<file path="src/rtl/fdio_pkg.sv">
// Package for the feeder discrete I/O supervision block.
// Holds the register map, field positions, reset values, timing counts and carrier types.
// Assumes a 250 MHz core clock and a 32-bit APB register bus.
package fdio_pkg;

  // ----------------------------------------------------------------
  // Timing
  // ----------------------------------------------------------------
  localparam int unsigned CLK_PERIOD_NS = 4;
  localparam int unsigned MS_NS = 1000000;
  localparam int unsigned TICK_CYCLES = MS_NS / CLK_PERIOD_NS;
  localparam int unsigned QUAL_MIN_MS = 50;
  // A tick count of QUAL_MIN_MS + 2 guarantees strictly more than the minimum.
  localparam int unsigned QUAL_TICKS = QUAL_MIN_MS + 2;
  localparam int unsigned MS_W = 10;
  localparam logic [MS_W-1:0] MISS_MS_MIN = 10'd20;
  localparam logic [MS_W-1:0] MISS_MS_MAX = 10'd999;

  // ----------------------------------------------------------------
  // Register map
  // ----------------------------------------------------------------
  localparam logic [7:0] ADDR_CTRL = 8'h00;
  localparam logic [7:0] ADDR_MISS_MS = 8'h04;
  localparam logic [7:0] ADDR_FEED_MS = 8'h08;
  localparam logic [7:0] ADDR_BATCH = 8'h0c;
  localparam logic [7:0] ADDR_STATUS = 8'h10;
  localparam logic [7:0] ADDR_INT_STAT = 8'h14;
  localparam logic [7:0] ADDR_INT_MASK = 8'h18;
  localparam logic [7:0] ADDR_CMD = 8'h1c;

  localparam int unsigned CTRL_DOUBLE_EN = 0;
  localparam int unsigned CTRL_MISS_EN = 1;
  localparam int unsigned CTRL_HALT_EN = 2;
  localparam int unsigned CTRL_ACK_REQ = 3;
  localparam logic [3:0] CTRL_RESET = 4'h7;
  localparam logic [MS_W-1:0] MISS_MS_RESET = 10'd100;
  localparam logic [MS_W-1:0] FEED_MS_RESET = 10'd100;
  localparam logic [15:0] BATCH_RESET = 16'h0000;

  localparam int unsigned CMD_RESUME = 0;
  localparam int unsigned CMD_CLR_DONE = 1;

  localparam int unsigned EV_DOUBLE = 0;
  localparam int unsigned EV_MISS = 1;
  localparam int unsigned EV_DONE = 2;
  localparam int unsigned EV_LOW_STACK = 3;
  localparam int unsigned EV_HALT = 4;
  localparam int unsigned EV_N = 5;

  localparam int unsigned IN_DOUBLE = 0;
  localparam int unsigned IN_LOW_STACK = 1;
  localparam int unsigned IN_RUN_PERMIT = 2;
  localparam int unsigned IN_TRIGGER = 3;
  localparam int unsigned IN_N = 4;

  // ----------------------------------------------------------------
  // Types
  // ----------------------------------------------------------------
  typedef enum logic [1:0] {FEED_IDLE, FEED_RUN, FEED_HALT, FEED_WAIT_ACK} fdio_feed_e;

  typedef struct packed {
    logic psel;
    logic penable;
    logic pwrite;
    logic [7:0] paddr;
    logic [31:0] pwdata;
  } fdio_apb_req_s;

  typedef struct packed {
    logic [31:0] prdata;
    logic pready;
    logic pslverr;
  } fdio_apb_rsp_s;

  typedef struct packed {
    logic doubleDet;
    logic lowStack;
    logic runPermit;
    logic triggerN;
  } fdio_pin_in_s;

  typedef struct packed {
    logic doubleMiss;
    logic busyDone;
    logic ready;
    logic lowStackRpt;
    logic motorRun;
  } fdio_pin_out_s;

endpackage

</file>
<file path="src/rtl/fdio_input_qual.sv">
// Synchroniser and minimum pulse time qualifier for one discrete input.
// Assumes msTick is a one-cycle pulse once per millisecond on core_clk.
`timescale 1ns/100ps
module fdio_input_qual #(
  parameter int unsigned QUAL_TICKS = 52
) (
  // Clock and reset
  input wire logic core_clk,
  input wire logic rst_n,
  // Time base
  input wire logic msTick,
  // Raw pin and qualified result
  input wire logic rawIn,
  output logic level,
  output logic rise,
  output logic fall
);
  import fdio_pkg::*;

  localparam int unsigned CW = $clog2(QUAL_TICKS + 1);
  localparam logic [CW-1:0] QUAL_LAST = CW'(QUAL_TICKS);

  typedef struct packed {
    logic [2:0] sync;
    logic lvl;
    logic [CW-1:0] cnt;
    logic rise;
    logic fall;
  } fdio_qual_s;

  fdio_qual_s q, d;

  always_comb
  begin
    d = q;
    d.sync = {q.sync[1:0], rawIn};
    d.rise = 1'b0;
    d.fall = 1'b0;
    // A level counts only once the second and third stages agree.
    if (q.sync[1] != q.sync[2] || q.sync[2] == q.lvl)
    begin
      d.cnt = '0;
    end
    else if (msTick)
    begin
      if (q.cnt == QUAL_LAST - 1'b1)
      begin
        d.cnt = '0;
        d.lvl = q.sync[2];
        d.rise = q.sync[2];
        d.fall = ~q.sync[2];
      end
      else
      begin
        d.cnt = q.cnt + 1'b1;
      end
    end
  end

  always_ff @(posedge core_clk or negedge rst_n)
  begin
    if (!rst_n)
    begin
      q <= '0; // [RULE17]
    end
    else
    begin
      q <= d; // [RULE16]
    end
  end

  assign level = q.lvl;
  assign rise = q.rise;
  assign fall = q.fall;

endmodule // fdio_input_qual

</file>
<file path="src/rtl/fdio_discrete_io.sv">
// Discrete I/O supervision for a product feeder, with an APB register slave.
// Assumes pins arrive asynchronously and the host machinery reads the status outputs.
//
// Notes on behaviour
// [RULE1] Qualified double detect drives the fault output.
// [RULE2] Trigger during an unfinished cycle flags miss.
// [RULE3] Double and miss indications each enable separately.
// [RULE4] Miss time period settable 20 to 999 ms.
// [RULE5] Busy is high whole time motor runs.
// [RULE6] Done shares busy output after batch completes.
// [RULE7] Ready high whenever a trigger would be accepted.
// [RULE8] Double detect valid only after over 50 ms.
// [RULE9] Low stack change accepted after over 50 ms.
// [RULE10] Low stack repeat follows qualified low stack.
// [RULE11] Run permit low for over 50 ms halts.
// [RULE12] Feeding resumes where halted, not restarted.
// [RULE13] Inverted trigger edge over 50 ms starts cycle.
// [RULE14] Host keeps run permit asserted to feed.
// [RULE15] Halt input enable and operator acknowledge selectable.
// [RULE16] Inputs pass synchronising flops before qualification.
// [RULE17] Millisecond tick times everything; counters reset cleared.
`timescale 1ns/100ps
module fdio_discrete_io #(
  parameter int unsigned TICK_CYCLES = fdio_pkg::TICK_CYCLES,
  parameter int unsigned QUAL_TICKS = fdio_pkg::QUAL_TICKS
) (
  // Clock and reset
  input wire logic core_clk,
  input wire logic rst_n,
  // Register bus
  input wire fdio_pkg::fdio_apb_req_s apbReq,
  output fdio_pkg::fdio_apb_rsp_s apbRsp,
  // Field pins
  input wire fdio_pkg::fdio_pin_in_s pinIn,
  output fdio_pkg::fdio_pin_out_s pinOut,
  // Interrupt
  output logic irq
);
  import fdio_pkg::*;

  // ----------------------------------------------------------------
  // State
  // ----------------------------------------------------------------
  localparam int unsigned TW = $clog2(TICK_CYCLES);
  localparam logic [TW-1:0] TICK_LAST = TW'(TICK_CYCLES - 1);

  typedef struct packed {
    logic [TW-1:0] tickCnt;
    logic msTick;
    logic [3:0] ctrl;
    logic [MS_W-1:0] missMs;
    logic [MS_W-1:0] feedMs;
    logic [15:0] batchSize;
    logic [15:0] batchCnt;
    logic [EV_N-1:0] intStat;
    logic [EV_N-1:0] intMask;
    fdio_feed_e feed;
    logic [MS_W-1:0] feedElapsed;
    logic [MS_W-1:0] sinceTrig;
    logic trigWindow;
    logic [MS_W-1:0] missHold;
    logic missFlag;
    logic doneFlag;
    fdio_apb_rsp_s rsp;
    fdio_pin_out_s pins;
    logic irq;
  } fdio_top_s;

  fdio_top_s q, d;

  // ----------------------------------------------------------------
  // Input qualification
  // ----------------------------------------------------------------
  logic [IN_N-1:0] rawPins;
  logic [IN_N-1:0] qLevel;
  logic [IN_N-1:0] qRise;
  logic [IN_N-1:0] qFall;

  // The trigger pin is active low, so it is inverted here before qualification.
  assign rawPins[IN_DOUBLE] = pinIn.doubleDet; // [RULE8]
  assign rawPins[IN_LOW_STACK] = pinIn.lowStack;
  assign rawPins[IN_RUN_PERMIT] = pinIn.runPermit;
  assign rawPins[IN_TRIGGER] = ~pinIn.triggerN; // [RULE13]

  genvar gi;
  generate
    for (gi = 0; gi < IN_N; gi++)
    begin : gQual
      fdio_input_qual #(
        .QUAL_TICKS(QUAL_TICKS)
      ) uQual (
        .core_clk(core_clk),
        .rst_n(rst_n),
        .msTick(q.msTick),
        .rawIn(rawPins[gi]),
        .level(qLevel[gi]),
        .rise(qRise[gi]),
        .fall(qFall[gi])
      );
    end
  endgenerate

  // ----------------------------------------------------------------
  // Helpers
  // ----------------------------------------------------------------
  function automatic logic [MS_W-1:0] clampMiss(input logic [31:0] v);
    logic [MS_W-1:0] r;
    r = MISS_MS_MIN;
    if (v > 32'(MISS_MS_MAX))
    begin
      r = MISS_MS_MAX;
    end
    else if (v >= 32'(MISS_MS_MIN))
    begin
      r = v[MS_W-1:0];
    end
    return r;
  endfunction

  function automatic logic isMapped(input logic [7:0] a);
    return a inside {ADDR_CTRL, ADDR_MISS_MS, ADDR_FEED_MS, ADDR_BATCH, ADDR_STATUS,
                     ADDR_INT_STAT, ADDR_INT_MASK, ADDR_CMD};
  endfunction

  logic apbAccess;
  logic apbCommit;
  logic wrCommit;
  logic haltActive;
  logic resumeCmd;
  logic clrDoneCmd;
  logic trigEdge;
  logic cycleEnd;
  logic [EV_N-1:0] events;
  logic [31:0] rdData;

  assign apbAccess = apbReq.psel & apbReq.penable;
  assign apbCommit = apbAccess & q.rsp.pready;
  assign wrCommit = apbCommit & apbReq.pwrite & isMapped(apbReq.paddr);
  assign resumeCmd = wrCommit & (apbReq.paddr == ADDR_CMD) & apbReq.pwdata[CMD_RESUME];
  assign clrDoneCmd = wrCommit & (apbReq.paddr == ADDR_CMD) & apbReq.pwdata[CMD_CLR_DONE];
  // Halting only applies when the input is enabled; a disabled input reads as permit.
  assign haltActive = q.ctrl[CTRL_HALT_EN] & ~qLevel[IN_RUN_PERMIT]; // [RULE11] [RULE15]
  assign trigEdge = qRise[IN_TRIGGER]; // [RULE13]
  assign cycleEnd = (q.feed == FEED_RUN) & q.msTick & (q.feedElapsed + 1'b1 >= q.feedMs);

  always_comb
  begin
    rdData = 32'h0000_0000;
    case (apbReq.paddr)
      ADDR_CTRL: rdData[3:0] = q.ctrl;
      ADDR_MISS_MS: rdData[MS_W-1:0] = q.missMs;
      ADDR_FEED_MS: rdData[MS_W-1:0] = q.feedMs;
      ADDR_BATCH: rdData[15:0] = q.batchSize;
      ADDR_STATUS: rdData = {q.batchCnt, 6'h00, q.doneFlag, q.missFlag,
                             2'(q.feed), q.pins.ready, q.pins.motorRun, qLevel};
      ADDR_INT_STAT: rdData[EV_N-1:0] = q.intStat;
      ADDR_INT_MASK: rdData[EV_N-1:0] = q.intMask;
      default: rdData = 32'h0000_0000;
    endcase
  end

  // ----------------------------------------------------------------
  // Next state
  // ----------------------------------------------------------------
  always_comb
  begin
    d = q;
    events = '0;

    // Millisecond time base.
    d.msTick = 1'b0;
    if (q.tickCnt == TICK_LAST) // [RULE17]
    begin
      d.tickCnt = '0;
      d.msTick = 1'b1;
    end
    else
    begin
      d.tickCnt = q.tickCnt + 1'b1;
    end

    // Register bus: one wait state, write and read data at the pready edge.
    d.rsp.pready = 1'b0;
    if (apbAccess && !q.rsp.pready)
    begin
      d.rsp.pready = 1'b1;
      d.rsp.prdata = rdData;
      d.rsp.pslverr = ~isMapped(apbReq.paddr);
    end
    else if (!apbAccess)
    begin
      d.rsp.pslverr = 1'b0;
    end
    if (wrCommit)
    begin
      case (apbReq.paddr)
        ADDR_CTRL: d.ctrl = apbReq.pwdata[3:0]; // [RULE3] [RULE15]
        ADDR_MISS_MS: d.missMs = clampMiss(apbReq.pwdata); // [RULE4]
        ADDR_FEED_MS: d.feedMs = apbReq.pwdata[MS_W-1:0];
        ADDR_BATCH: d.batchSize = apbReq.pwdata[15:0];
        ADDR_INT_MASK: d.intMask = apbReq.pwdata[EV_N-1:0];
        default: d.ctrl = d.ctrl;
      endcase
    end

    // Time since the last accepted trigger, saturating at the miss period.
    if (q.trigWindow && q.msTick)
    begin
      if (q.sinceTrig + 1'b1 >= q.missMs)
      begin
        d.trigWindow = 1'b0;
      end
      d.sinceTrig = q.sinceTrig + 1'b1;
    end

    // A clear that meets a batch completion loses, so no finished batch goes unseen.
    if (clrDoneCmd)
    begin
      d.doneFlag = 1'b0;
    end

    // Feed sequencer.
    case (q.feed)
      FEED_IDLE:
      begin
        if (trigEdge && !haltActive)
        begin
          d.feed = FEED_RUN;
          d.feedElapsed = '0;
          d.doneFlag = 1'b0;
          d.trigWindow = 1'b1;
          d.sinceTrig = '0;
        end
      end
      FEED_RUN:
      begin
        if (haltActive)
        begin
          d.feed = FEED_HALT; // [RULE11]
          events[EV_HALT] = 1'b1;
        end
        else if (cycleEnd)
        begin
          d.feed = FEED_IDLE;
          d.feedElapsed = '0;
          if (q.batchSize != 16'h0000 && q.batchCnt + 1'b1 >= q.batchSize)
          begin
            d.batchCnt = '0;
            d.doneFlag = 1'b1; // [RULE6]
            events[EV_DONE] = 1'b1;
          end
          else if (q.batchSize != 16'h0000)
          begin
            d.batchCnt = q.batchCnt + 1'b1;
          end
        end
        else if (q.msTick)
        begin
          d.feedElapsed = q.feedElapsed + 1'b1;
        end
      end
      FEED_HALT:
      begin
        // The elapsed time is frozen, so the cycle picks up where it stopped.
        if (!haltActive)
        begin
          d.feed = q.ctrl[CTRL_ACK_REQ] ? FEED_WAIT_ACK : FEED_RUN; // [RULE12] [RULE15]
        end
      end
      FEED_WAIT_ACK:
      begin
        if (haltActive)
        begin
          d.feed = FEED_HALT;
        end
        else if (resumeCmd)
        begin
          d.feed = FEED_RUN; // [RULE12]
        end
      end
      default:
      begin
        d.feed = FEED_IDLE;
      end
    endcase

    // Miss: a new trigger while the cycle is unfinished or inside the miss period.
    if (trigEdge && q.ctrl[CTRL_MISS_EN] && (q.feed != FEED_IDLE || q.trigWindow)) // [RULE2]
    begin
      d.missFlag = 1'b1;
      d.missHold = '0;
      events[EV_MISS] = 1'b1;
    end
    else if (q.missFlag && q.msTick)
    begin
      // The miss indication is stretched for the configured period.
      if (q.missHold + 1'b1 >= q.missMs) // [RULE4]
      begin
        d.missFlag = 1'b0;
      end
      d.missHold = q.missHold + 1'b1;
    end
    if (!q.ctrl[CTRL_MISS_EN])
    begin
      d.missFlag = 1'b0; // [RULE3]
    end
    events[EV_DOUBLE] = qRise[IN_DOUBLE] & q.ctrl[CTRL_DOUBLE_EN];
    events[EV_LOW_STACK] = qRise[IN_LOW_STACK];

    // Sticky status: a new event wins over a write-one clear in the same cycle.
    if (wrCommit && apbReq.paddr == ADDR_INT_STAT)
    begin
      d.intStat = q.intStat & ~apbReq.pwdata[EV_N-1:0];
    end
    d.intStat = d.intStat | events;
    d.irq = |(d.intStat & d.intMask);

    // Field outputs.
    d.pins.doubleMiss = (qLevel[IN_DOUBLE] & q.ctrl[CTRL_DOUBLE_EN]) | d.missFlag; // [RULE1]
    d.pins.motorRun = (d.feed == FEED_RUN);
    d.pins.busyDone = (d.feed == FEED_RUN) | d.doneFlag; // [RULE5] [RULE6]
    d.pins.ready = (d.feed == FEED_IDLE) & ~haltActive; // [RULE7] [RULE14]
    d.pins.lowStackRpt = qLevel[IN_LOW_STACK]; // [RULE9] [RULE10]
  end

  // ----------------------------------------------------------------
  // Registers
  // ----------------------------------------------------------------
  always_ff @(posedge core_clk or negedge rst_n)
  begin
    if (!rst_n)
    begin
      q <= '0; // [RULE17]
      q.ctrl <= CTRL_RESET;
      q.missMs <= MISS_MS_RESET;
      q.feedMs <= FEED_MS_RESET;
      q.batchSize <= BATCH_RESET;
      q.feed <= FEED_IDLE;
    end
    else
    begin
      q <= d;
    end
  end

  assign apbRsp = q.rsp;
  assign pinOut = q.pins;
  assign irq = q.irq;

endmodule // fdio_discrete_io

</file>
<file path="config.mk">
export PLATFORM = sky130hd
export DESIGN_NAME = fdio_discrete_io
export DESIGN_NICKNAME = d
export VERILOG_FILES = /design/src/rtl/fdio_pkg.sv /design/src/rtl/fdio_input_qual.sv /design/src/rtl/fdio_discrete_io.sv
export SDC_FILE = /design/constraint.sdc
export NUM_CORES = 1
export LEC_CHECK = 0
export BUFFER_PORTS_ARGS = -buffer_cell sky130_fd_sc_hd__buf_2
export CAP_MARGIN = 25
export CORE_UTILIZATION = 55
export DETAILED_ROUTE_END_ITERATION = 10
export HOLD_SLACK_MARGIN = 0.15
export PLACE_DENSITY = 0.83
export SLEW_MARGIN = 20
export SYNTH_ARGS = -nofsm -noshare
export SYNTH_HDL_FRONTEND = slang
export SYNTH_SLANG_ARGS = --single-unit
export TNS_END_PERCENT = 5
</file>
<file path="constraint.sdc">
create_clock -name core_clk -period 3.25 [get_ports core_clk]
set_clock_uncertainty 0.2 [all_clocks]
set_input_delay 0.4875 -clock core_clk [delete_from_list [all_inputs] [get_ports core_clk]]
set_output_delay 0.4875 -clock core_clk [all_outputs]
set_load 0.02 [all_outputs]
</file>
[Yosys cells after proc, flatten, opt, wreduce, memory -nomap -nowiden]
Cells that the tools add are included.
Cells by class
  bitwise logic cells: 31
  muxes and demuxes: 68
  equal/unequal tests: 28
  reductions and logical operators: 39
  add/sub/neg operators: 9
  order comparisons: 6
Operators by type and width (number)
  $mux 6: 9
  $mux 10: 5
  $mux 16: 3
  $mux 11: 4
  $eq 8x5->1 const B: 4
  $ge 32x5->1 const B: 1
  $gt 32x10->1 const B: 1
  $mux 8: 4
  $add 10x1->10 const B: 3
  $ge 10x10->1: 3
  $pmux 4 s7: 1
  $mux 2: 13
  $add 6x1->6 const B: 4
  $eq 6x6->1 const B: 4
  $mux 23: 1
  $pmux 10 s2: 1
  $pmux 5 s4: 1
  $mux 1: 19
  $add 18x1->18 const B: 1
  $eq 18x18->1 const B: 1
  $mux 18: 1
  $add 16x1->16 const B: 1
  $eq 8x4->1 const B: 2
  $ge 16x16->1: 1
  other kinds (30): 93
Word-level totals
  register bits: 203
  output and inout bits: 40
  logic and storage cells: 221

[Logic depth before layout (Yosys ltp)]
Gate-level depths: netlist of the first run.
  word-level depth: 12
  gate-level depth with buffers: 14
  gate-level depth less buffers: 13

[Cells and area by module]
From an unflattened synthesis of the first run, not the netlist that was laid out.
Unflattened totals
  cell total of the unflattened synthesis: 1170
  area total of the unflattened synthesis: 11184.5 µm²
By module, submodules not included
  fdio_discrete_io: area each 9034.9 µm², times used 1, seq. area each 4015.1 µm², cells each 968
  fdio_input_qual (gQual[0].uQual ...): area each 540.5 µm², times used 3, seq. area each 300.3 µm², cells each 50
  fdio_input_qual (gQual[3].uQual): area each 528.0 µm², times used 1, seq. area each 300.3 µm², cells each 52

[Least setup slack after synthesis of the first run]
Ideal clock, no wire load.
  kind: register -> register
  start point: register q[85] (netlist bit)
  end point: register q[92] (netlist bit)
  path slack: -0.267 ns
  data arrival time: 3.184 ns
  clock period less this slack: 3.517 ns
  stages on the path, launching flop included: 14
  path through: dfrtp_1 ha_1 nand3_1 nor4_1 and3_1 xor2_1 ha_1 nand4_1 nor4_1 a31oi_1 nand3_1 clkbuf_1 a2bb2oi_1 o31ai_1
On the way
  longest elaborated chain between the ends: 5
Ends and longest elaborated chain
  start: declaration: line fdio_discrete_io.sv:69  | fdio_top_s q, d;
  $add 16x1->16 (*): line fdio_discrete_io.sv:246, fdio_discrete_io.sv:254
  $ge 16x16->1: line fdio_discrete_io.sv:246  | if (q.batchSize != 16'h0000 && q.batchCnt + 1'b1 >= q.batchSize)
  $logic_and 1x1->1: line fdio_discrete_io.sv:246
  $reduce_bool 2->1 (no line)
  $reduce_and 4->1 (no line)
Mark *: on every way between the ends. The rest lies on a longest branch, timed or not. The select of a mux whose other input is x is not followed.
A chain may end at the register's enable or synchronous reset.

[Final worst setup path of the first run]
  start point: register q[86] (netlist bit)
  end point: register q[96] (netlist bit)
Same word-level chain as after synthesis.

==> qor.csv, run 1 <==
stage,metric,value,unit
run_status,status,completed,
floorplanning,fp.dieH,143,um
yosys,yosys_register_bits,203,
timing,slew_violations,0,
clock_network,cts_root_buf,clkbuf_16,
final_layout,diodes,0,
global_routing,grt_pass1_wl,43.6,mm
pwr,ir_drop,0.346,mV
global_routing,antenna_found_initial,0,
final_layout,num-fill-cells,1434,
final_layout,drive_gt1_share,18.0,%
clock_network,clk_latency,0.50,ns
floorplanning,core_area,0.0195,sq mm
route,drtAntennaViolNets,0,
yosys,synthCells,1155,
yosys,synthTopCellsByArea,"dfrtp_1, ha_1, nand2_1",
route,vias,9167,
timing,worst_pin_slew,0.738,ns
pwr,p_int,4.07,mW
yosys,yosysSeqAreaShare,46.5,%
worst_setup_path,crit_fanout,6,
route,via_per_inst,5.91,
placement,gp_congestion,0.948,
clock_network,clk_pin_slew_worst_paths,0.06,ns
yosys,yosysWarnings,0,
final_layout,seq_area,0.00509,sq mm
final_layout,area_delta_synth_final,17.2,%
placement,dp.cells,1480,
floorplanning,initial_utilization,56.2,%
route,routed_wirelength,27.6,mm
placement,dp_hpwl,19.6,mm
final_layout,stdcell_count,1550,
timing,clock.fmax,309,MHz
route,wl_per_cell,17.8,um
worst_setup_path,setup.worst_path.end_class,flip-flop,
clock_network,clock-sinks,203,
yosys,syn_avg_cell_area,9.48,sq um
route,drtIter0Drc,727,
global_routing,grtUsageMet1,34.9,%
yosys,synth_top_cell_area_share,44.3,%
worst_setup_path,cp.required,3.44,ns
floorplanning,die_x,143,um
global_routing,gr-usage-met3,6.10,%
yosys,synth_cell_types,70,
final_layout,fin_util,65.9,%
clock_network,cts_buffer_depth,3,
floorplanning,rows,51,
pwr,sequentialPowerShare,48.9,%
yosys,synth_nets,1259,
yosys,synth_edf_count,0,
placement,portBuffers,88,
floorplanning,pin_count,89,
clock_network,numCtsBuffers,22,
final_layout,fin_nets,1375,
global_routing,grt_overflow,0,
clock_network,htreeDepth,1,
worst_setup_path,rrSetupSlack,0.009,ns
pwr,p_per_area,406,mW/mm^2
yosys,syn_area,0.0109,sq mm
yosys,async_reset_ff_share,100,%
timing,maxSlewHeadroom,50.6,%
yosys,yosysTopAreaCell,dfrtp_1,
pwr,p_sw,1.14,mW
yosys,synthFlopType,dfrtp_1,
worst_setup_path,cp.arrival,3.43,ns
worst_setup_path,worstSetupPathType,reg2reg,
global_routing,top_usage_layer,met2,
timing,setup_violations,0,
final_layout,multi_input_area,0.00539,sq mm
floorplanning,dieArea,0.0205,sq mm
global_routing,grt_usage,27.2,%
timing,rsz0062_at_grt,true,
min_path,hp-class,reg2reg,
pwr,power.leakage,6.36,nW
pwr,clockPowerShare,47.2,%
global_routing,grt_pass1_vias,8849,
flow_run,cap_violations,0,
clock_network,tritoncts,yes,
pwr,power_frac_comb,3.9,%
route,first_pass_iters,5,
timing,fin_crit,3.24,ns
timing,hold_viol,0,
global_routing,use_met2,44.9,%
pwr,swShare,21.8,%
global_routing,grt_max_degree,76,
final_layout,layout_common_cells,"dfrtp_1, nand2_1, buf_2",
worst_setup_path,cp-start-kind,flip-flop,
timing,min_period_over_period,99.7,%
route,drcViolationCount,0,
final_layout,final_common_cell,dfrtp_1,
-- worst paths after layout --
kind / startpoint / end / cells past startpoint
hold / removal: gQual[2].uQual.d[10]$_DFF_PN0_ / gQual[2].uQual.d[11]$_DFF_PN0_ / 0
min in group asynchronous: rst_n / gQual[1].uQual.q[2]$_DFFE_PN0P_ / 2
setup reg to reg: q[86]$_DFFE_PN0P_ / q[96]$_DFFE_PN0P_ / 16
max in group asynchronous: rst_n / apbRsp[31]$_DFFE_PN0P_ / 3
hold reg to reg: gQual[2].uQual.d[10]$_DFF_PN0_ / gQual[2].uQual.d[11]$_DFF_PN0_ / 0
setup / recovery: q[86]$_DFFE_PN0P_ / q[96]$_DFFE_PN0P_ / 16
-- worst max-delay path: stages (launching register included) --
cell     delay, ns
dfrtp_1       0.36
buf_4         0.14
nand4_1       0.13
nor2_2        0.15
buf_4         0.14
nand4_1       0.15
buf_4         0.19
xnor2_1       0.12
ha_1          0.29
nand4_1       0.11
nor4_1        0.27
a31oi_1       0.19
nand3_2       0.13
buf_4         0.13
nor2_1        0.04
buf_4         0.15
a22o_1        0.24
-- cell type report --
| class | instances | share of cell area, % |
|---|---|---|
| Clock buffer | 33 | 5.09 |
| Clock inverter | 5 | 0.429 |
| Inverter | 49 | 1.43 |
| Multi-Input combinational cell | 829 | 42.0 |
| Sequential cell | 203 | 39.7 |
| Tap cell | 265 | 2.58 |
| Timing Repair Buffer | 166 | 8.72 |
-- cells in the mapped netlist (7+ instances only) --
cell type	n
nor2_1	84
a22o_1	16
nor2b_1	10
inv_1	48
dfstp_2	9
xor2_1	46
nor3_1	21
nand2_1	154
and3_1	16
nor4_1	16
clkbuf_1	33
mux2_2	9
o31ai_1	16
o21ai_0	86
or2_2	7
xnor2_1	29
buf_4	39
ha_1	55
nand4_1	21
o21bai_1	7
nand2b_1	18
a21oi_1	38
a21o_1	8
dfrtp_1	194
nand3_1	62
mux2i_1	9
or3_1	12
-- kinds of logic (layout without fill, tap and decap cells) --
group / after synthesis / after routing / share of synthesized area (%)
xor gates and xnor gates: 75 / 75 / 6.00
adders and majority gates: 55 / 55 / 6.29
AOI/OAI and AO/OA: 234 / 234 / 14.0
DFF: 203 / 203 / 46.5
and+or+nand+nor: 447 / 447 / 19.9
muxes: 18 / 18 / 1.75
buffers and inverters: 123 / 253 / 5.55
-- sequential cells by signal, indices dropped and copies added, names as in the netlist --
name / flops
gQual.uQual.rise: 3
q: 120
pinOut: 5
irq: 1
gQual.uQual.d: 8
apbRsp: 34
gQual.uQual.level: 4
gQual.uQual.q: 28
-- power groups by stage --
stage | Clock (mW) | Sequential [mW] | Combinational (mW)
floorplan | 0 | 2.59 | 0.0585
global placement | 0 | 2.59 | 0.179
detailed placement | 0 | 2.59 | 0.183
CTS | 2.48 | 2.55 | 0.204
global route | 2.60 | 2.55 | 0.225
finish | 2.46 | 2.55 | 0.203
-- stage by stage --
stage / instance area, sq um / TNS, ns / power (mW) / hold WS, ns / setup WS (ns)
floorplan: 11000 / 0 / 2.65 / -0.00809 / 0.00678
global placement: 11700 / 0 / 2.77 / 0.133 / 0.140
detailed placement: 11700 / -0.375 / 2.77 / 0.137 / -0.0697
CTS: 12700 / 0 / 5.23 / 0.150 / 0.000511
global route: 12800 / -2.32 / 5.37 / 0.159 / -0.197
finish: 12800 / 0 / 5.21 / 0.148 / 0.00912
-- what timing repair did --
item                                    in CTS  in global routing
endpoints found under the setup margin      12                 25
hold buffers                                22                  0
endpoints found under the hold margin      102                  0
pin swaps                                    5                 15
setup buffers                                3                  7
cloned                                       0                  0
gates resized for setup                      2                 23
-- metal layers --
layer  wire length [um]  part of all wire [%]
met1              11300                    41
met2              13000                    47
met3               2230                   8.1
met4               1030                   3.7
met5                  0                     0
(Power assumes the default switching activity.)
==> run 2: changes to the inputs <==
ABC_AREA = 1   (was default)
==> run 2 against run 1 <==
  * Global-route usage fell by 0.88 points
  * Die area up 4.0%
  * Clock-buffer cell count decreased by 3
  * Largest power group is now the clock network
==> qor.csv, run 2 <==
stage,metric,value,unit,change
clock_network,numCtsBuffers,23,,+4.5%
global_routing,grt_pass1_wl,45.8,mm,+5.0%
worst_setup_path,worstSetupPathType,reg2reg,,
worst_setup_path,crit_fanout,16,,+10
final_layout,largest_reg_flops,120,,unchanged
floorplanning,fp.dieH,146,um,+2.0%
yosys,async_reset_ff_share,100,%,unchanged
yosys,synth_edf_count,0,,unchanged
global_routing,grt_usage,26.4,%,-0.88 points
final_layout,layout_common_cells,"nand2_1, inv_1, dfrtp_1",,
clock_network,cts_buffer_depth,3,,unchanged
final_layout,fin_util,63.6,%,-2.3 points
yosys,yosys_register_bits,203,,unchanged
placement,dp.cells,1678,,+13%
timing,worst_slack,0.287,ns,+0.278 ns
clock_network,tritoncts,yes,,
worst_setup_path,cp.required,3.43,ns,about the same
final_layout,stdcell_count,1746,,+13%
route,vias,9507,,+3.7%
worst_setup_path,crit_path_end,q[88]$_DFFE_PN0P_,,
timing,hold_viol,0,,unchanged
route,drtAntennaViolNets,0,,unchanged
flow_run,cap_violations,0,,unchanged
final_layout,final_area,0.0129,sq mm,+0.70%
worst_setup_path,setup.worst_path.end_class,flip-flop,,
global_routing,antenna_found_initial,1,,+1
pwr,p_int,4.40,mW,+8.1%
yosys,synthFlopType,dfrtp_1,,
yosys,synth_top_cell_area_share,42.6,%,-1.7 points
placement,preCtsSetupSlack,0.278,ns,+0.348 ns
route,routed_wirelength,27.2,mm,-1.4%
timing,fin_crit,2.96,ns,-0.278 ns
timing,slew_violations,0,,unchanged
worst_setup_path,rrSetupSlack,0.29,ns,+0.28 ns
final_layout,fin_nets,1562,,+14%
final_layout,final_common_cell,nand2_1,,
timing,clock.fmax,337,MHz,+9.4%
yosys,synthTopCellsByCount,"nand2_1, inv_1, dfrtp_1",,
worst_setup_path,cp.arrival,3.14,ns,-0.29 ns
pwr,ir_drop,0.428,mV,+24%
final_layout,largest_register,q,,
clock_network,htreeDepth,1,,unchanged
clock_network,cts_root_buf,clkbuf_16,,
route,first_pass_iters,5,,unchanged
pwr,swShare,21.6,%,-0.26 points
placement,portBuffers,88,,unchanged
min_path,hp-class,reg2reg,,
global_routing,grt_overflow,0,,unchanged
floorplanning,die_x,146,um,+2.0%
timing,rsz0062_at_grt,false,,
yosys,yosysSeqAreaShare,44.7,%,-1.8 points
floorplanning,dieArea,0.0213,sq mm,+4.0%
global_routing,grt_pass1_vias,9499,,+7.3%
yosys,synth_most_common_cell,nand2_1,,
clock_network,clk_pin_slew_worst_paths,0.06,ns,about the same
worst_setup_path,r2r-end,q[88]$_DFFE_PN0P_,,
global_routing,grt_max_degree,84,,+11%
floorplanning,pin_count,89,,unchanged
pwr,sequentialPowerShare,45.4,%,-3.5 points
timing,worst_pin_slew,0.856,ns,+0.118 ns
worst_setup_path,cp-start-kind,flip-flop,,
route,drcViolationCount,0,,unchanged
route,wl_per_cell,15.6,um,-12%
yosys,synthTopCellsByArea,"dfrtp_1, nand2_1, inv_1",,
timing,hold_ws,0.146,ns,-0.00187 ns
pwr,power_frac_comb,3.6,%,-0.3 points
clock_network,clock-sinks,203,,unchanged
timing,fin_setup_tns,0,ns,unchanged
pwr,p_per_area,434,mW/mm^2,+6.9%
placement,placed_cell_area,0.0118,sq mm,+0.91%
yosys,yosysWarnings,0,,unchanged
clock_network,clk_latency,0.52,ns,+0.02 ns
timing,min_period_over_period,91.2,%,-8.5 points
worst_setup_path,crit_path_start,q[85]$_DFFE_PN0P_,,
yosys,synth_cell_types,58,,-17%
timing,setup_violations,0,,unchanged
floorplanning,initial_utilization,56.1,%,-0.13 points
route,drtIter0Drc,784,,+7.8%
placement,gp_congestion,0.949,,+0.11%
floorplanning,core_area,0.0203,sq mm,+4.3%
pwr,power.total,5.61,mW,+7.7%
yosys,yosysTopAreaCell,dfrtp_1,,
placement,dp_hpwl,19.4,mm,-0.73%
yosys,synthCells,1373,,+19%
floorplanning,rows,52,,+2.0%
yosys,synth_nets,1477,,+17%
final_layout,drive_gt1_share,14.3,%,-3.7 points
worst_setup_path,reg2reg_from,q[85]$_DFFE_PN0P_,,
pwr,clockPowerShare,50.9,%,+3.7 points
timing,maxSlewHeadroom,42.9,%,-7.8 points
pwr,p_sw,1.21,mW,+6.4%
worst_setup_path,reg2regPathDepth,18,,+2
yosys,syn_area,0.0114,sq mm,+4.1%
yosys,syn_avg_cell_area,8.30,sq um,-12%
route,via_per_inst,5.45,,-7.9%
run_status,status,completed,,
pwr,power.leakage,6.64,nW,+4.5%
final_layout,area_delta_synth_final,13.4,%,
[run 2: changes by cell type after synthesis, moves of 10 or more]
cell	change
nor2b_1	-10
or3_1	-11
xnor2_1	-25
and3_1	-14
inv_1	+154
o21ai_1	+25
nand2b_1	-17
nor2_1	+26
a22o_1	-13
o22ai_1	+26
nand2_1	+138
nor4_1	-13
clkbuf_1	-23
[run 2: repair_timing]
action | 4_1_cts | 5_1_grt
endpoints found under the setup margin | 0 | 16
gates resized for setup | 0 | 2
hold buffers | 24 | 0
hold endpoints to repair | 106 | 0
buffers inserted | 0 | 1
[run 2: logic make-up (layout without fill, tap and decap cells)]
logic type	after synthesis	in the layout	synth area share [%]
adders and majority gates	55	55	6.04
AOI/OAI and AO/OA	224	224	11.7
xor gates and xnor gates	55	55	4.23
other	0	1	0
and+or+nand+nor	560	560	22.2
buffers and inverters	276	378	11.1
DFF	203	203	44.7
[run 2: area by class of cell]
type                            instances  area, sq um
Fill cell                            1677         7380
Sequential cell                       203         5090
Multi-Input combinational cell        894         5040
Inverter                              213          810
Timing Repair Buffer                  123          801
Clock buffer                           30          642
Tap cell                              270          338
Clock inverter                         12          196
Antenna cell                            1         2.50
[run 2: critical path: stages (launching register included)]
cell	delay, ns
dfrtp_1	0.40
ha_1	0.22
nand2_1	0.08
nor2_2	0.17
nand3_1	0.15
nor3_2	0.15
xor2_1	0.11
ha_1	0.28
nand2_1	0.06
nor2_1	0.13
and2_1	0.13
nand2_1	0.05
inv_1	0.05
nand2_1	0.05
nand2_1	0.12
clkinvlp_4	0.12
buf_12	0.15
nand3_1	0.08
o21ai_0	0.11
[run 2: how the worst min path moves through the flow]
stage | start | to | slack, ns | depth (start not counted)
floorplan | rst_n | apbRsp[0]$_DFFE_PN0P_ | -0.008 | 0
global placement | gQual[0].uQual.d[10]$_DFF_PN0_ | gQual[0].uQual.d[11]$_DFF_PN0_ | 0.13 | 0
detailed placement | gQual[1].uQual.d[10]$_DFF_PN0_ | gQual[1].uQual.d[11]$_DFF_PN0_ | 0.14 | 0
CTS | gQual[2].uQual.d[10]$_DFF_PN0_ | gQual[2].uQual.d[11]$_DFF_PN0_ | 0.15 | 0
global route | gQual[0].uQual.d[10]$_DFF_PN0_ | gQual[0].uQual.d[11]$_DFF_PN0_ | 0.17 | 0
finish | gQual[2].uQual.d[10]$_DFF_PN0_ | gQual[2].uQual.d[11]$_DFF_PN0_ | 0.15 | 0
[run 2: power groups by stage]
stage	combinational, mW	sequential, mW	clock (mW)
2_1_floorplan	0.0687	2.59	0
3_3_place_gp	0.178	2.59	0
3_5_place_dp	0.183	2.59	0
4_1_cts	0.207	2.55	2.89
5_1_grt	0.228	2.55	2.99
6_report	0.204	2.55	2.85
[run 2: routing by layer]
| metal | track usage [%] | vias up | routed length, um |
|---|---|---|---|
| met1 | 33.9 | 4509 | 11200 |
| met4 | 9.58 | 0 | 977 |
| li1 | - | 4570 | - |
| met2 | 44.9 | 340 | 13300 |
| met5 | 0 | - | 0 |
| met3 | 4.26 | 88 | 1760 |
==> run 3: changes to the inputs <==
REMOVE_ABC_BUFFERS = 1   (was default)
==> run 3 against run 2 <==
  * Register-to-register slack lost 0.02 ns
  * Fmax shrank 0.57%
  * Final cell count shrank 0.17%
  * Largest power group is now sequential cells
  * Design area shrank 0.89%
  * Largest cell class unchanged
==> qor.csv, run 3 (same netlist as run 2, synthesis figures left out) <==
stage,metric,value,unit,change
flow_run,cap_violations,0,,unchanged
final_layout,fin_nets,1561,,-0.064%
route,drtIter0Drc,743,,-5.2%
placement,dp.cells,1679,,+0.060%
timing,hold_viol,0,,unchanged
pwr,power.total,5.26,mW,-6.1%
worst_setup_path,cp-start-kind,flip-flop,,
final_layout,final_area,0.0128,sq mm,-0.89%
route,routed_wirelength,25.9,mm,-4.5%
pwr,ir_drop,0.419,mV,-2.0%
pwr,p_per_area,411,mW/mm^2,-5.3%
clock_network,cts_buffer_depth,3,,unchanged
clock_network,clock-sinks,203,,unchanged
global_routing,grt_overflow,0,,unchanged
route,drcViolationCount,0,,unchanged
final_layout,layout_common_cells,"nand2_1, inv_1, dfrtp_1",,
clock_network,numCtsBuffers,22,,-4.3%
worst_setup_path,crit_fanout,16,,unchanged
floorplanning,pin_count,89,,unchanged
worst_setup_path,cp_cell_sequence,"ha_1, nand2_1, nor2_2, nand3_1, nor3_2, xor2_1, ha_1, nand2_1, nor2_1, and2_1, nand2_1, inv_1, nand2_1, nand2_1, clkinvlp_4, buf_12, nand3_1, o21ai_0",,
global_routing,grt_pass1_vias,9203,,-3.1%
route,via_per_inst,5.41,,-0.61%
timing,slew_violations,0,,unchanged
timing,rsz0062_at_grt,false,,
placement,dp_hpwl,19.1,mm,-1.6%
global_routing,grt_usage,24.9,%,-1.4 points
worst_setup_path,path_buf_inv,3,,unchanged
route,first_pass_iters,5,,unchanged
timing,setup_violations,0,,unchanged
worst_setup_path,slowest_stage,dfrtp_1,,
clock_network,clk_pin_slew_worst_paths,0.06,ns,about the same
route,vias,9433,,-0.78%
min_path,hp-class,reg2reg,,
worst_setup_path,cp.arrival,3.16,ns,+0.02 ns
placement,gp_congestion,0.922,,-2.9%
final_layout,stdcell_count,1743,,-0.17%
floorplanning,rows,52,,unchanged
final_layout,drive_gt1_share,14.0,%,-0.32 points
worst_setup_path,cp_common_cell,nand2_1,,
worst_setup_path,setup.worst_path.end_class,flip-flop,,
timing,maxSlewHeadroom,54.3,%,+11 points
timing,min_period_over_period,91.7,%,+0.52 points
clock_network,htreeDepth,1,,unchanged
clock_network,clk_latency,0.52,ns,about the same
final_layout,diodes,0,,-1
final_layout,final_common_cell,nand2_1,,
timing,worst_pin_slew,0.684,ns,-0.171 ns
route,drtAntennaViolNets,0,,unchanged
route,wl_per_cell,14.9,um,-4.4%
floorplanning,core_area,0.0203,sq mm,unchanged
run_status,status,completed,,
final_layout,largest_reg_flops,120,,unchanged
final_layout,largest_register,q,,
clock_network,tritoncts,yes,,
placement,placed_cell_area,0.0118,sq mm,about the same
timing,fin_crit,2.98,ns,+0.0169 ns
floorplanning,initial_utilization,56.1,%,unchanged
worst_setup_path,crit_family,simple AND/OR/NAND/NOR gates,,
clock_network,cts_root_buf,clkbuf_16,,
floorplanning,fp.dieH,146,um,unchanged
worst_setup_path,cp_slowest_stage_delay,0.39,ns,about the same
placement,portBuffers,88,,unchanged
timing,fin_setup_tns,0,ns,unchanged
worst_setup_path,worstSetupPathType,reg2reg,,
floorplanning,dieArea,0.0213,sq mm,unchanged
worst_setup_path,cp.required,3.43,ns,about the same
timing,clock.fmax,336,MHz,-0.57%
pwr,power.leakage,6.59,nW,-0.73%
final_layout,area_delta_synth_final,12.4,%,
final_layout,num-fill-cells,1679,,+0.12%
global_routing,grt_pass1_wl,43.7,mm,-4.6%
global_routing,grt_max_degree,84,,unchanged
floorplanning,die_x,146,um,unchanged
global_routing,antenna_found_initial,0,,-1
[run 3: cell count changes in the layout (fill, tap and decap cells not counted), sizes merged]
cell / delta
clkinvlp: -2
diode: -1
buf: +1
clkbuf: +2
clkinv: +1
dlygate4sd3: -1
bufinv: -3
[run 3: final timing paths]
kind                                           startpoint                        endpoint  slack (ns)  cells after the start
max reg2reg                             q[85]$_DFFE_PN0P_               q[86]$_DFFE_PN0P_        0.27                     18
min in group asynchronous                           rst_n  gQual[2].uQual.d[10]$_DFF_PN0_        0.36                      2
max                                     q[85]$_DFFE_PN0P_               q[86]$_DFFE_PN0P_        0.27                     18
max in group asynchronous                           rst_n              q[132]$_DFFE_PN1P_        1.65                      3
min                        gQual[1].uQual.d[10]$_DFF_PN0_  gQual[1].uQual.d[11]$_DFF_PN0_        0.15                      0
min reg2reg                gQual[1].uQual.d[10]$_DFF_PN0_  gQual[1].uQual.d[11]$_DFF_PN0_        0.15                      0
[run 3: area by class of cell]
class / instances / area, sq um / share of cell area [%]
clock buffer: 32 / 618 / 4.83
clock inverter: 8 / 110 / 0.860
inverter: 213 / 810 / 6.32
multi-input combinational: 894 / 5040 / 39.4
sequential: 203 / 5090 / 39.8
tap: 270 / 338 / 2.64
timing repair buffer: 123 / 798 / 6.23
[run 3: report_power, final]
group          switching (mW)  internal (mW)  total, mW
Sequential            0.00667           2.54       2.55
Combinational           0.137         0.0646      0.202
Clock                    1.02           1.49       2.51
Total                    1.17           4.10       5.26
[run 3: worst register-to-register path, stage by stage, from the launching register on]
cell	delay (ns)
dfrtp_1	0.39
ha_1	0.22
nand2_1	0.09
nor2_2	0.17
nand3_1	0.15
nor3_2	0.15
xor2_1	0.11
ha_1	0.28
nand2_1	0.07
nor2_1	0.17
and2_1	0.15
nand2_1	0.05
inv_1	0.07
nand2_1	0.05
nand2_1	0.12
clkinvlp_4	0.12
buf_12	0.15
nand3_1	0.07
o21ai_0	0.09
[run 3: metal layers]
layer	vias up	track usage [%]	wire length (um)
met1	4504	33.2	11000
met5	-	0	0
met4	0	7.58	645
met3	52	3.23	1570
li1	4578	-	-
met2	299	42.5	12700
[run 3: timing repair]
| item | in CTS | in global routing |
|---|---|---|
| hold buffers | 23 | 0 |
| endpoints found under the setup margin | 0 | 14 |
| hold endpoints to repair | 104 | 0 |
| buffers inserted | 0 | 1 |
| gates resized for setup | 0 | 2 |
[run 3: stage by stage]
step,hold WS (ns),utilization (%),setup slack [ns]
global route,0.162,63.1,0.0374
global placement,0.136,58.2,0.401
CTS,0.151,62.9,0.192
finish,0.153,63.1,0.270
detailed placement,0.140,58.2,0.219
floorplan,-0.00809,-,0.151
